## config.mk

```make
export PLATFORM = sky130hd
export DESIGN_NAME = quad_decoder_integration
export DESIGN_NICKNAME = d
export VERILOG_FILES = /design/src/quad_integ_pkg.sv /design/src/quad_decoder_integration.sv /design/src/input_conditioner.sv
export VERILOG_INCLUDE_DIRS = /design/src /design/src/src
export SDC_FILE = /design/constraint.sdc
export NUM_CORES = 1
export LEC_CHECK = 0
export ABC_AREA = 1
export ABC_CLOCK_PERIOD_IN_PS = 4250
export CORE_ASPECT_RATIO = 0.75
export CORE_MARGIN = 4
export CORE_UTILIZATION = 58
export CTS_BUF_LIST = sky130_fd_sc_hd__clkbuf_16
export DETAILED_ROUTE_END_ITERATION = 16
export DONT_BUFFER_PORTS = 1
export PLACE_DENSITY_LB_ADDON = 0.05
export SLEW_MARGIN = 20
export SYNTH_ARGS = -nofsm -noshare
export SYNTH_HDL_FRONTEND = slang
export SYNTH_HIERARCHICAL = 1
export SYNTH_SLANG_ARGS = --single-unit
```

## constraint.sdc

```tcl
create_clock -name clk_sys -period 4.25 [get_ports clk_sys]
set_input_delay 0.425 -clock clk_sys [delete_from_list [all_inputs] [get_ports clk_sys]]
set_output_delay 0.425 -clock clk_sys [all_outputs]
set_load 0.01 [all_outputs]
```

## src/quad_integ_defs.svh

```systemverilog
`ifndef QUAD_INTEG_DEFS_SVH
`define QUAD_INTEG_DEFS_SVH

// Register byte offsets
`define OFS_CLKDIS      12'h000
`define OFS_PATHSEL     12'h004
`define OFS_ERRSEL      12'h008
`define OFS_STATUS      12'h00c
`define OFS_MASK        12'h010
`define OFS_FILTW       12'h014

// Field positions
`define BIT_QDEC_CLKDIS 9
`define BIT_A_SYNC      0
`define BIT_A_FILT      1
`define BIT_B_SYNC      8
`define BIT_B_FILT      9
`define BIT_I_SYNC      16
`define BIT_I_FILT      17
`define BIT_S_SYNC      24
`define BIT_S_FILT      25

// Reset values
`define RST_CLKDIS      32'h0000_0000
`define RST_PATHSEL     32'h0101_0101
`define RST_FILTW       4'h3

// Timing figures in peripheral clock cycles
`define CNT_INC_MAX_CYC 4
`define PCS_MAX_CYC     6

`endif

```

## src/quad_integ_pkg.sv

```systemverilog
package quad_integ_pkg;
	typedef enum logic [1:0] {
		PATH_RAW    = 2'b00,
		PATH_SYNC   = 2'b01,
		PATH_FILT   = 2'b10
	} path_t;
	typedef logic [3:0] pins_t;
	typedef enum logic [1:0] {
		QS0 = 2'b00,
		QS1 = 2'b01,
		QS2 = 2'b11,
		QS3 = 2'b10
	} quad_t;
endpackage

```

## src/quad_decoder_integration.sv

```systemverilog
`include "quad_integ_defs.svh"

module quad_decoder_integration (
	input  wire logic                 clk_sys,        // Peripheral clock, 50 MHz
	input  wire logic                 sys_rst,        // Async reset, high
	input  wire logic                 clkEnable,      // Freezes all state when low
	input  wire quad_integ_pkg::pins_t pinsA,         // Phase A pin per decoder
	input  wire quad_integ_pkg::pins_t pinsB,         // Phase B pin per decoder
	input  wire quad_integ_pkg::pins_t pinsI,         // Index pin per decoder
	input  wire quad_integ_pkg::pins_t pinsS,         // Strobe pin per decoder
	input  wire logic [11:0]          s_axi_awaddr,   // Write address
	input  wire logic                 s_axi_awvalid,  // Write address valid
	output logic                      s_axi_awready,  // Write address ready
	input  wire logic [31:0]          s_axi_wdata,    // Write data
	input  wire logic [3:0]           s_axi_wstrb,    // Byte enables
	input  wire logic                 s_axi_wvalid,   // Write data valid
	output logic                      s_axi_wready,   // Write data ready
	output logic [1:0]                s_axi_bresp,    // Write response
	output logic                      s_axi_bvalid,   // Write response valid
	input  wire logic                 s_axi_bready,   // Write response ready
	input  wire logic [11:0]          s_axi_araddr,   // Read address
	input  wire logic                 s_axi_arvalid,  // Read address valid
	output logic                      s_axi_arready,  // Read address ready
	output logic [31:0]               s_axi_rdata,    // Read data
	output logic [1:0]                s_axi_rresp,    // Read response
	output logic                      s_axi_rvalid,   // Read data valid
	input  wire logic                 s_axi_rready,   // Read data ready
	output logic [1:0]                phaseErrorOut,  // Per-decoder phase error
	output logic                      timerErrIn_n,   // Inverted selected error
	output logic [15:0]               position0,      // Decoder 0 position count
	output logic [15:0]               position1,      // Decoder 1 position count
	output logic [1:0]                compareSync,    // Position compare sync pulse
	output logic                      irq             // Level interrupt
);
	import quad_integ_pkg::*;

	////////////////////////////////////////////////////////////////////////////////
	// Register file
	//   000 clock disable, bit 9 stops the decoder clock domain only
	//   004 input path select, sync bits 0/8/16/24, filter bits 1/9/17/25
	//   008 error select, bit 0 picks which decoder reaches the timer input
	//   00c status, write one to clear: [1:0] phase error, [3:2] compare sync
	//   010 interrupt mask, same layout as status
	//   014 filter width in cycles, bits [3:0]
	// Any other address answers with a slave error and changes nothing

	// Only the low nibble of status, mask and filter width is stored
	logic [31:0] clkDis_reg,  clkDis_next;
	logic [31:0] pathSel_reg, pathSel_next;
	logic        errSel_reg,  errSel_next;
	logic [3:0]  status_reg,  status_next;
	logic [3:0]  mask_reg,    mask_next;
	logic [3:0]  filtW_reg,   filtW_next;
	logic        bvalid_reg,  bvalid_next;
	logic        rvalid_reg,  rvalid_next;
	logic [1:0]  bresp_reg,   bresp_next;
	logic [1:0]  rresp_reg,   rresp_next;
	logic [31:0] rdata_reg,   rdata_next;
	logic [3:0]  events;
	logic        qdecEn;
	logic        wrFire;
	logic        rdFire;

	// Offsets that hold a register; all others answer with a slave error
	function automatic logic [1:0] respFor(input logic [11:0] a);
		unique case (a)
			`OFS_CLKDIS, `OFS_PATHSEL, `OFS_ERRSEL,
			`OFS_STATUS, `OFS_MASK, `OFS_FILTW: return 2'b00;
			default:                            return 2'b10;
		endcase
	endfunction

	// Byte-lane merge of a write into a stored word
	// Lanes whose strobe is low keep their old byte
	function automatic logic [31:0] merge(input logic [31:0] old, input logic [31:0] d, input logic [3:0] s);
		logic [31:0] r;
		r = old;
		for (int k = 0; k < 4; k++) begin
			if (s[k]) begin
				r[k*8 +: 8] = d[k*8 +: 8];
			end
		end
		return r;
	endfunction

	// Both write channels are taken together, so order on the bus never matters.
	// Nothing is taken while the block is frozen, else a write would be lost.
	assign wrFire        = clkEnable && s_axi_awvalid && s_axi_wvalid && !bvalid_reg;
	assign rdFire        = clkEnable && s_axi_arvalid && !rvalid_reg;
	assign s_axi_awready = wrFire;
	assign s_axi_wready  = wrFire;
	assign s_axi_arready = rdFire;

	// Decoder clock runs unless the disable bit is set. Gating is an enable on the
	// decoder flops rather than a cut clock, so no glitch reaches them; the register
	// file and the interrupt logic stay awake so software can always undo the gate.
	assign qdecEn = clkEnable && !clkDis_reg[`BIT_QDEC_CLKDIS];

	always_comb begin
		clkDis_next  = clkDis_reg;
		pathSel_next = pathSel_reg;
		errSel_next  = errSel_reg;
		mask_next    = mask_reg;
		filtW_next   = filtW_reg;
		status_next  = status_reg;
		bvalid_next  = bvalid_reg && !s_axi_bready;
		rvalid_next  = rvalid_reg && !s_axi_rready;
		bresp_next   = bresp_reg;
		rresp_next   = rresp_reg;
		rdata_next   = rdata_reg;
		if (wrFire) begin
			bvalid_next = 1'b1;
			bresp_next  = respFor(s_axi_awaddr);
			unique case (s_axi_awaddr)
				`OFS_CLKDIS:  clkDis_next  = merge(clkDis_reg, s_axi_wdata, s_axi_wstrb);
				`OFS_PATHSEL: pathSel_next = merge(pathSel_reg, s_axi_wdata, s_axi_wstrb);
				`OFS_ERRSEL:  errSel_next  = s_axi_wstrb[0] ? s_axi_wdata[0] : errSel_reg;
				`OFS_STATUS:  status_next  = status_reg & ~(s_axi_wstrb[0] ? s_axi_wdata[3:0] : 4'h0);
				`OFS_MASK:    mask_next    = s_axi_wstrb[0] ? s_axi_wdata[3:0] : mask_reg;
				`OFS_FILTW:   filtW_next   = s_axi_wstrb[0] ? s_axi_wdata[3:0] : filtW_reg;
				default:      bresp_next   = 2'b10;
			endcase
		end
		// Set wins over a same-cycle write-one clear,
		// so an event landing on the clear cycle is never lost
		status_next = status_next | events;
		if (rdFire) begin
			rvalid_next = 1'b1;
			rresp_next  = respFor(s_axi_araddr);
			unique case (s_axi_araddr)
				`OFS_CLKDIS:  rdata_next = clkDis_reg;
				`OFS_PATHSEL: rdata_next = pathSel_reg;
				`OFS_ERRSEL:  rdata_next = {31'h0, errSel_reg};
				`OFS_STATUS:  rdata_next = {28'h0, status_reg};
				`OFS_MASK:    rdata_next = {28'h0, mask_reg};
				`OFS_FILTW:   rdata_next = {28'h0, filtW_reg};
				default: begin
					rdata_next = 32'h0;
					rresp_next = 2'b10;
				end
			endcase
		end
	end

	// Clock disable resets to zero so the decoders run from the start
	// clkEnable low holds every register, responses included
	always_ff @(posedge clk_sys or posedge sys_rst) begin
		if (sys_rst) begin
			clkDis_reg  <= `RST_CLKDIS;
			pathSel_reg <= `RST_PATHSEL;
			errSel_reg  <= 1'b0;
			status_reg  <= 4'h0;
			mask_reg    <= 4'h0;
			filtW_reg   <= `RST_FILTW;
			bvalid_reg  <= 1'b0;
			rvalid_reg  <= 1'b0;
			bresp_reg   <= 2'b00;
			rresp_reg   <= 2'b00;
			rdata_reg   <= 32'h0;
		end else if (clkEnable) begin
			clkDis_reg  <= clkDis_next;
			pathSel_reg <= pathSel_next;
			errSel_reg  <= errSel_next;
			status_reg  <= status_next;
			mask_reg    <= mask_next;
			filtW_reg   <= filtW_next;
			bvalid_reg  <= bvalid_next;
			rvalid_reg  <= rvalid_next;
			bresp_reg   <= bresp_next;
			rresp_reg   <= rresp_next;
			rdata_reg   <= rdata_next;
		end
	end

	// Responses come straight from flops; irq is a level over unmasked status
	assign s_axi_bvalid = bvalid_reg;
	assign s_axi_bresp  = bresp_reg;
	assign s_axi_rvalid = rvalid_reg;
	assign s_axi_rresp  = rresp_reg;
	assign s_axi_rdata  = rdata_reg;
	assign irq          = |(status_reg & mask_reg);

	////////////////////////////////////////////////////////////////////////////////
	// Input conditioning

	// Path choice: sync bit wins, else filter bit, else PATH_RAW, which the mux below maps to the sync pin.
	// Both select bits low is not a listed setting; it falls back to the sync path
	// rather than passing the raw pin, which would let metastability through.
	function automatic path_t pick(input logic syncBit, input logic filtBit);
		if (syncBit) begin
			return PATH_SYNC;
		end else if (filtBit) begin
			return PATH_FILT;
		end
		return PATH_RAW;
	endfunction

	// Pins are packed strobe, index, B, A from the top, four decoders each;
	// bits of decoders 2 and 3 are conditioned but no core reads them
	logic [15:0] rawPins;
	logic [15:0] syncPins;
	logic [15:0] filtPins;
	logic [15:0] condPins;
	path_t       selPath [4];

	assign rawPins = {pinsS, pinsI, pinsB, pinsA};
	// One path choice per pin group: A, B, index, strobe
	assign selPath[0] = pick(pathSel_reg[`BIT_A_SYNC], pathSel_reg[`BIT_A_FILT]);
	assign selPath[1] = pick(pathSel_reg[`BIT_B_SYNC], pathSel_reg[`BIT_B_FILT]);
	assign selPath[2] = pick(pathSel_reg[`BIT_I_SYNC], pathSel_reg[`BIT_I_FILT]);
	assign selPath[3] = pick(pathSel_reg[`BIT_S_SYNC], pathSel_reg[`BIT_S_FILT]);

	// Latency from a pin to the decoder input:
	//   sync path      two edges through the synchroniser
	//   filtered path  two edges plus filter width plus one for the compare
	// The decoder register adds one more edge, so a count follows its pin edge
	// after three edges on the sync path, inside the four-cycle budget.
	// Index and strobe pulses must outlast sync plus filter, else they vanish
	generate
		for (genvar g = 0; g < 16; g++) begin : gCond
			input_conditioner uCond (
				.clk_sys   (clk_sys),
				.sys_rst   (sys_rst),
				.clkEn     (qdecEn),
				.pinIn     (rawPins[g]),
				.filtWidth (filtW_reg),
				.syncOut   (syncPins[g]),
				.filtOut   (filtPins[g])
			);
			always_comb begin
				unique case (selPath[g / 4])
					PATH_SYNC: condPins[g] = syncPins[g];
					PATH_FILT: condPins[g] = filtPins[g];
					default:   condPins[g] = syncPins[g];
				endcase
			end
		end
	endgenerate

	////////////////////////////////////////////////////////////////////////////////
	// Decoder cores

	// Per-decoder state: last phase pair, count, pulses and the last index level
	logic [1:0]  prevAB_reg [2];
	logic [1:0]  prevAB_next [2];
	logic [15:0] pos_reg [2];
	logic [15:0] pos_next [2];
	logic [1:0]  perr_reg, perr_next;
	logic [1:0]  cmp_reg,  cmp_next;
	logic [1:0]  idxPrev_reg, idxPrev_next;

	// Forward when the old phase A level differs from the new phase B level
	function automatic logic stepFwd(input logic [1:0] prev, input logic [1:0] cur);
		return prev[0] ^ cur[1];
	endfunction

	// One phase moved: the parity of the pair flips on every legal step
	function automatic logic oneStep(input logic [1:0] prev, input logic [1:0] cur);
		return (prev[1] ^ prev[0]) != (cur[1] ^ cur[0]);
	endfunction

	// Gray-order step: +1 forward, -1 reverse, both bits flipping is illegal.
	// An illegal step leaves the count alone: no direction can be told from it.
	// The error and compare sync flags are single-cycle pulses of the decoder clock.
	always_comb begin
		for (int d = 0; d < 2; d++) begin
			logic [1:0] cur;
			cur            = {condPins[4 + d], condPins[d]};
			prevAB_next[d] = cur;
			pos_next[d]    = pos_reg[d];
			perr_next[d]   = 1'b0;
			cmp_next[d]    = 1'b0;
			idxPrev_next[d] = condPins[8 + d];
			if ((cur ^ prevAB_reg[d]) == 2'b11) begin
				perr_next[d] = 1'b1;
			end else if (cur != prevAB_reg[d]) begin
				if (oneStep(prevAB_reg[d], cur)) begin
					pos_next[d] = stepFwd(prevAB_reg[d], cur) ? pos_reg[d] + 16'h1 : pos_reg[d] - 16'h1;
				end
			end
			// Rising index edge resets position and fires a compare sync
			if (condPins[8 + d] && !idxPrev_reg[d]) begin
				pos_next[d] = 16'h0;
				cmp_next[d] = 1'b1;
			end
		end
		// Status events: [1:0] phase error, [3:2] compare sync
		events = {cmp_reg, perr_reg};
	end

	// Decoder state advances only while the decoder clock domain runs
	always_ff @(posedge clk_sys or posedge sys_rst) begin
		if (sys_rst) begin
			prevAB_reg[0] <= 2'b00;
			prevAB_reg[1] <= 2'b00;
			pos_reg[0]    <= 16'h0;
			pos_reg[1]    <= 16'h0;
			perr_reg      <= 2'b00;
			cmp_reg       <= 2'b00;
			idxPrev_reg   <= 2'b00;
		end else if (qdecEn) begin
			prevAB_reg[0] <= prevAB_next[0];
			prevAB_reg[1] <= prevAB_next[1];
			pos_reg[0]    <= pos_next[0];
			pos_reg[1]    <= pos_next[1];
			perr_reg      <= perr_next;
			cmp_reg       <= cmp_next;
			idxPrev_reg   <= idxPrev_next;
		end
	end

	////////////////////////////////////////////////////////////////////////////////
	// Outputs

	// Error toward the timer is active low so a quiet line reads high.
	// Position counts are plain flops; a coherent software copy would need a snapshot.
	assign phaseErrorOut = perr_reg;
	assign timerErrIn_n  = ~perr_reg[errSel_reg];
	assign position0     = pos_reg[0];
	assign position1     = pos_reg[1];
	assign compareSync   = cmp_reg;
endmodule

```

## src/input_conditioner.sv

```systemverilog
`include "quad_integ_defs.svh"

// Two-stage synchroniser followed by a stability filter for one encoder pin
module input_conditioner (
	input  wire logic       clk_sys,    // Peripheral clock
	input  wire logic       sys_rst,    // Async reset, high
	input  wire logic       clkEn,      // Gated clock enable
	input  wire logic       pinIn,      // Raw pin
	input  wire logic [3:0] filtWidth,  // Cycles a level must hold
	output logic            syncOut,    // Synchronised only
	output logic            filtOut     // Synchronised and filtered
);
	import quad_integ_pkg::*;

	logic       meta_reg,  meta_next;
	logic       sync_reg,  sync_next;
	logic       filt_reg,  filt_next;
	logic [3:0] cnt_reg,   cnt_next;

	// Filter waits for a level to stand filtWidth cycles before passing it
	always_comb begin
		meta_next = pinIn;
		sync_next = meta_reg;
		filt_next = filt_reg;
		cnt_next  = 4'h0;
		if (sync_reg != filt_reg) begin
			if (cnt_reg >= filtWidth) begin
				filt_next = sync_reg;
			end else begin
				cnt_next = cnt_reg + 4'h1;
			end
		end
	end

	always_ff @(posedge clk_sys or posedge sys_rst) begin
		if (sys_rst) begin
			meta_reg <= 1'b0;
			sync_reg <= 1'b0;
			filt_reg <= 1'b0;
			cnt_reg  <= 4'h0;
		end else if (clkEn) begin
			meta_reg <= meta_next;
			sync_reg <= sync_next;
			filt_reg <= filt_next;
			cnt_reg  <= cnt_next;
		end
	end

	assign syncOut = sync_reg;
	assign filtOut = filt_reg;
endmodule

```

==> results.yml <==
synthesis:
  ys_types: 44
  seq_area_frac_synth_pct: 43.9
  synth-seq-cells: 197
  syn-cell-area_mm2: 0.0112
  syn_area_per_cell_um2: 7.68
  syn_inst: 1463
  yosys_warnings: 6
worst_setup_path:
  reg2reg_to: "position1[14]"
  r2r_start: "pathSel_reg[8]"
  cp_max_fo: 26
  critPathKind: "reg -> reg"
  cp.arrival_ns: 2.93
  timing.critical_path.mode_cell: "nand2_1"
  reg2reg_slack_ns: 1.66
  slowest_stage: "dfstp_2"
  reg2reg_depth: 18
  cp_cell_sequence: "inv_1 > nand2_2 > nand2_1 > nand3_2 > nand2_4 > nand2_1 > nand2_1 > inv_1 > ha_1 > inv_1 > nand2_1 > nand3_1 > o21ai_2 > nand2_1 > nand2_1 > nand2_1 > nand3_1 > nand2_1"
  worstSetupStartpointType: "flop"
  cpPeakStageDelay_ns: 0.53
  worstPathRequired_ns: 4.59
  end_kind: "flop"
global_route:
  gr-usage-met3_pct: 7.43
  grtUsageMet2_pct: 38.3
  top_usage_layer: "met2"
  grt_use_total_pct: 25.4
  grt_pass1_wl_um: 44600
  overflow: 0
  grt_max_degree: 156
  antenna_found_initial: 1
  gr-usage-met1_pct: 37.0
  grt_pass1_vias: 8633
die:
  fp.coreArea_mm2: 0.0188
  die-area_mm2: 0.0217
  die_y_um: 129
  ioPinCount: 163
  die_w_um: 169
  rows: 43
  start_util_pct: 59.9
sta:
  finalCritPeriodShare_pct: 60.9
  fin_tns_setup_ns: 0
  setup_viol: 0
  fin_crit_ns: 2.59
  clock.fmax_ghz: 0.386
  hold_viol_final: 0
  skew_ns: 0.0147
  maxSlewViolCount: 0
  rsz0062_at_grt: "false"
  slew_headroom_pct: 39.5
  tightest_slew_ns: 0.901
power:
  pwr-share-comb_pct: 27.5
  powerDensity_mw_per_mm2: 469
  pwr-share-clk_pct: 29.3
  p_sw_mw: 2.21
  intPower_mw: 3.43
  power_mw: 5.64
  swShare_pct: 39.2
  seqPwrFrac_pct: 43.2
  ir_worst_vdd_uv: 282
  p_leak_nw: 6.16
clock_tree:
  clock-sinks: 197
  cts_tree: "built"
  cts_setup_buffers: 0
  numCtsBuffers: 17
  htree_num_levels: 4
  insertion_delay_ns: 0.44
  cts-root-buf: "clkbuf_16"
  clockBufferDepth: 2
  clk_pin_slew_ns: 0.08
route:
  routed_wl_um: 27500
  drt-vias-per-instance: 5.55
  detail-route-antenna-nets: 0
  num_vias: 9450
  wl_per_cell_um: 16.2
  first_pass_iters: 7
  route.detailed.drc: 0
  drt_iter0_drc: 834
placement:
  numPortBuffers: 0
  gp_congestion: 0.863
  dp_hpwl_um: 19300
finish:
  drive_gt1_share_pct: 8.31
  final_common_cell: "nand2_1"
  antenna_cells: 0
  final_cell_mix: "nand2_1 (413), inv_1 (196), dfrtp_1 (191)"
  fillers: 1659
  finalNetCount: 1563
  syn_to_final_growth_pct: 6.86
job:
  drv_cap: 0
status:
  status: "complete, no violations"
worst_hold_path:
  hold_path_class: "in -> async"
==> synthesized netlist by cell type (all sizes together) <==
master	count	share of area (%)
nand2	440	15
inv	207	6.9
dfrtp	191	43
nand3	151	6.9
o21ai	130	5.9
nor2	64	2.4
a21oi	56	2.8
ha	36	4.0
xor2	27	2.4
a21o	26	1.7
buf	24	1.5
clkbuf	24	0.80
nand4	24	1.7
o41ai	18	1.4
o22ai	11	0.61
dfstp	6	1.4
nor3	6	0.27
o21bai	4	0.27
or2	4	0.22
o31ai	3	0.20
a21boi	2	0.13
mux2i	2	0.18
nor4	2	0.11
and3	1	0.056
conb	1	0.033
nand3b	1	0.067
o2111ai	1	0.078
xnor2	1	0.078
==> metal layers <==
metal	share of wire (%)	vias up	wire length (µm)
li1	-	4703	-
met1	47	4398	12900
met2	43	324	11900
met3	8.8	23	2430
met4	1.1	2	315
met5	0.062	-	17
==> worst max-delay path by stage <==
stage | startpoint | end | slack, ns | cells past startpoint
floorplan | sys_rst | clkDis_reg[0] | 1.87 | 1
global placement | pathSel_reg[8] | position1[12] | 1.76 | 16
detailed placement | pathSel_reg[8] | position1[14] | 1.69 | 18
CTS | pathSel_reg[8] | position1[14] | 1.67 | 18
global route | pathSel_reg[8] | position1[12] | 1.39 | 16
finish | pathSel_reg[8] | position1[14] | 1.66 | 18
==> cells by family after synthesis <==
| kind of cell | share of synthesized area (%) |
|---|---|
| simple gates | 27.0 |
| flops | 43.9 |
| other cells | 0.0334 |
| compound gates | 13.1 |
| buf+inv | 9.20 |
| fa+ha+maj | 4.01 |
| xor+xnor | 2.52 |
| mux | 0.178 |
==> area by class of cell <==
type,count,area [µm²],share of cell area (%)
clock inverters,15,180,1.50
repair buffers,8,75.1,0.625
multi-input cells,1012,5310,44.2
inverters,207,781,6.50
flip-flops and latches,197,4940,41.1
well taps,247,309,2.57
clock buffers,17,425,3.54
==> timing repair <==
item / CTS / global route
hold endpoints to repair: 42 / 0
hold buffers: 1 / 0
resized for setup: 0 / 0
==> critical path, delay by kind of cell, from the launching register on <==
kind	cells	cell delay, ns
and+or+nand+nor	13	1.36
DFF	1	0.53
adders and majority gates	1	0.13
buffers and inverters	3	0.20
AOI/OAI and AO/OA	1	0.24
==> power groups by stage <==
stage	logic [mW]	clock network [mW]	registers (mW)
after floorplan	1.31	0	2.34
after global placement	1.50	0	2.46
after detailed placement	1.53	0	2.47
after CTS	1.54	1.68	2.43
after global routing	1.77	1.75	2.47
final	1.55	1.65	2.43
==> through the flow <==
stage          instances  setup WS [ns]  hold slack (ns)  utilization, %  cell area [µm²]
2_1_floorplan       1464           1.87            0.228               -            11200
3_3_place_gp        1670           1.76            0.263            60.7            11400
3_5_place_dp        1670           1.69            0.264            60.7            11400
4_1_cts             1703           1.67           0.0835            64.0            12000
5_1_grt             1703           1.39            0.103            64.0            12000
6_report            1703           1.66           0.0797            64.0            12000
Note: power is estimated with default switching activity, not from simulation.
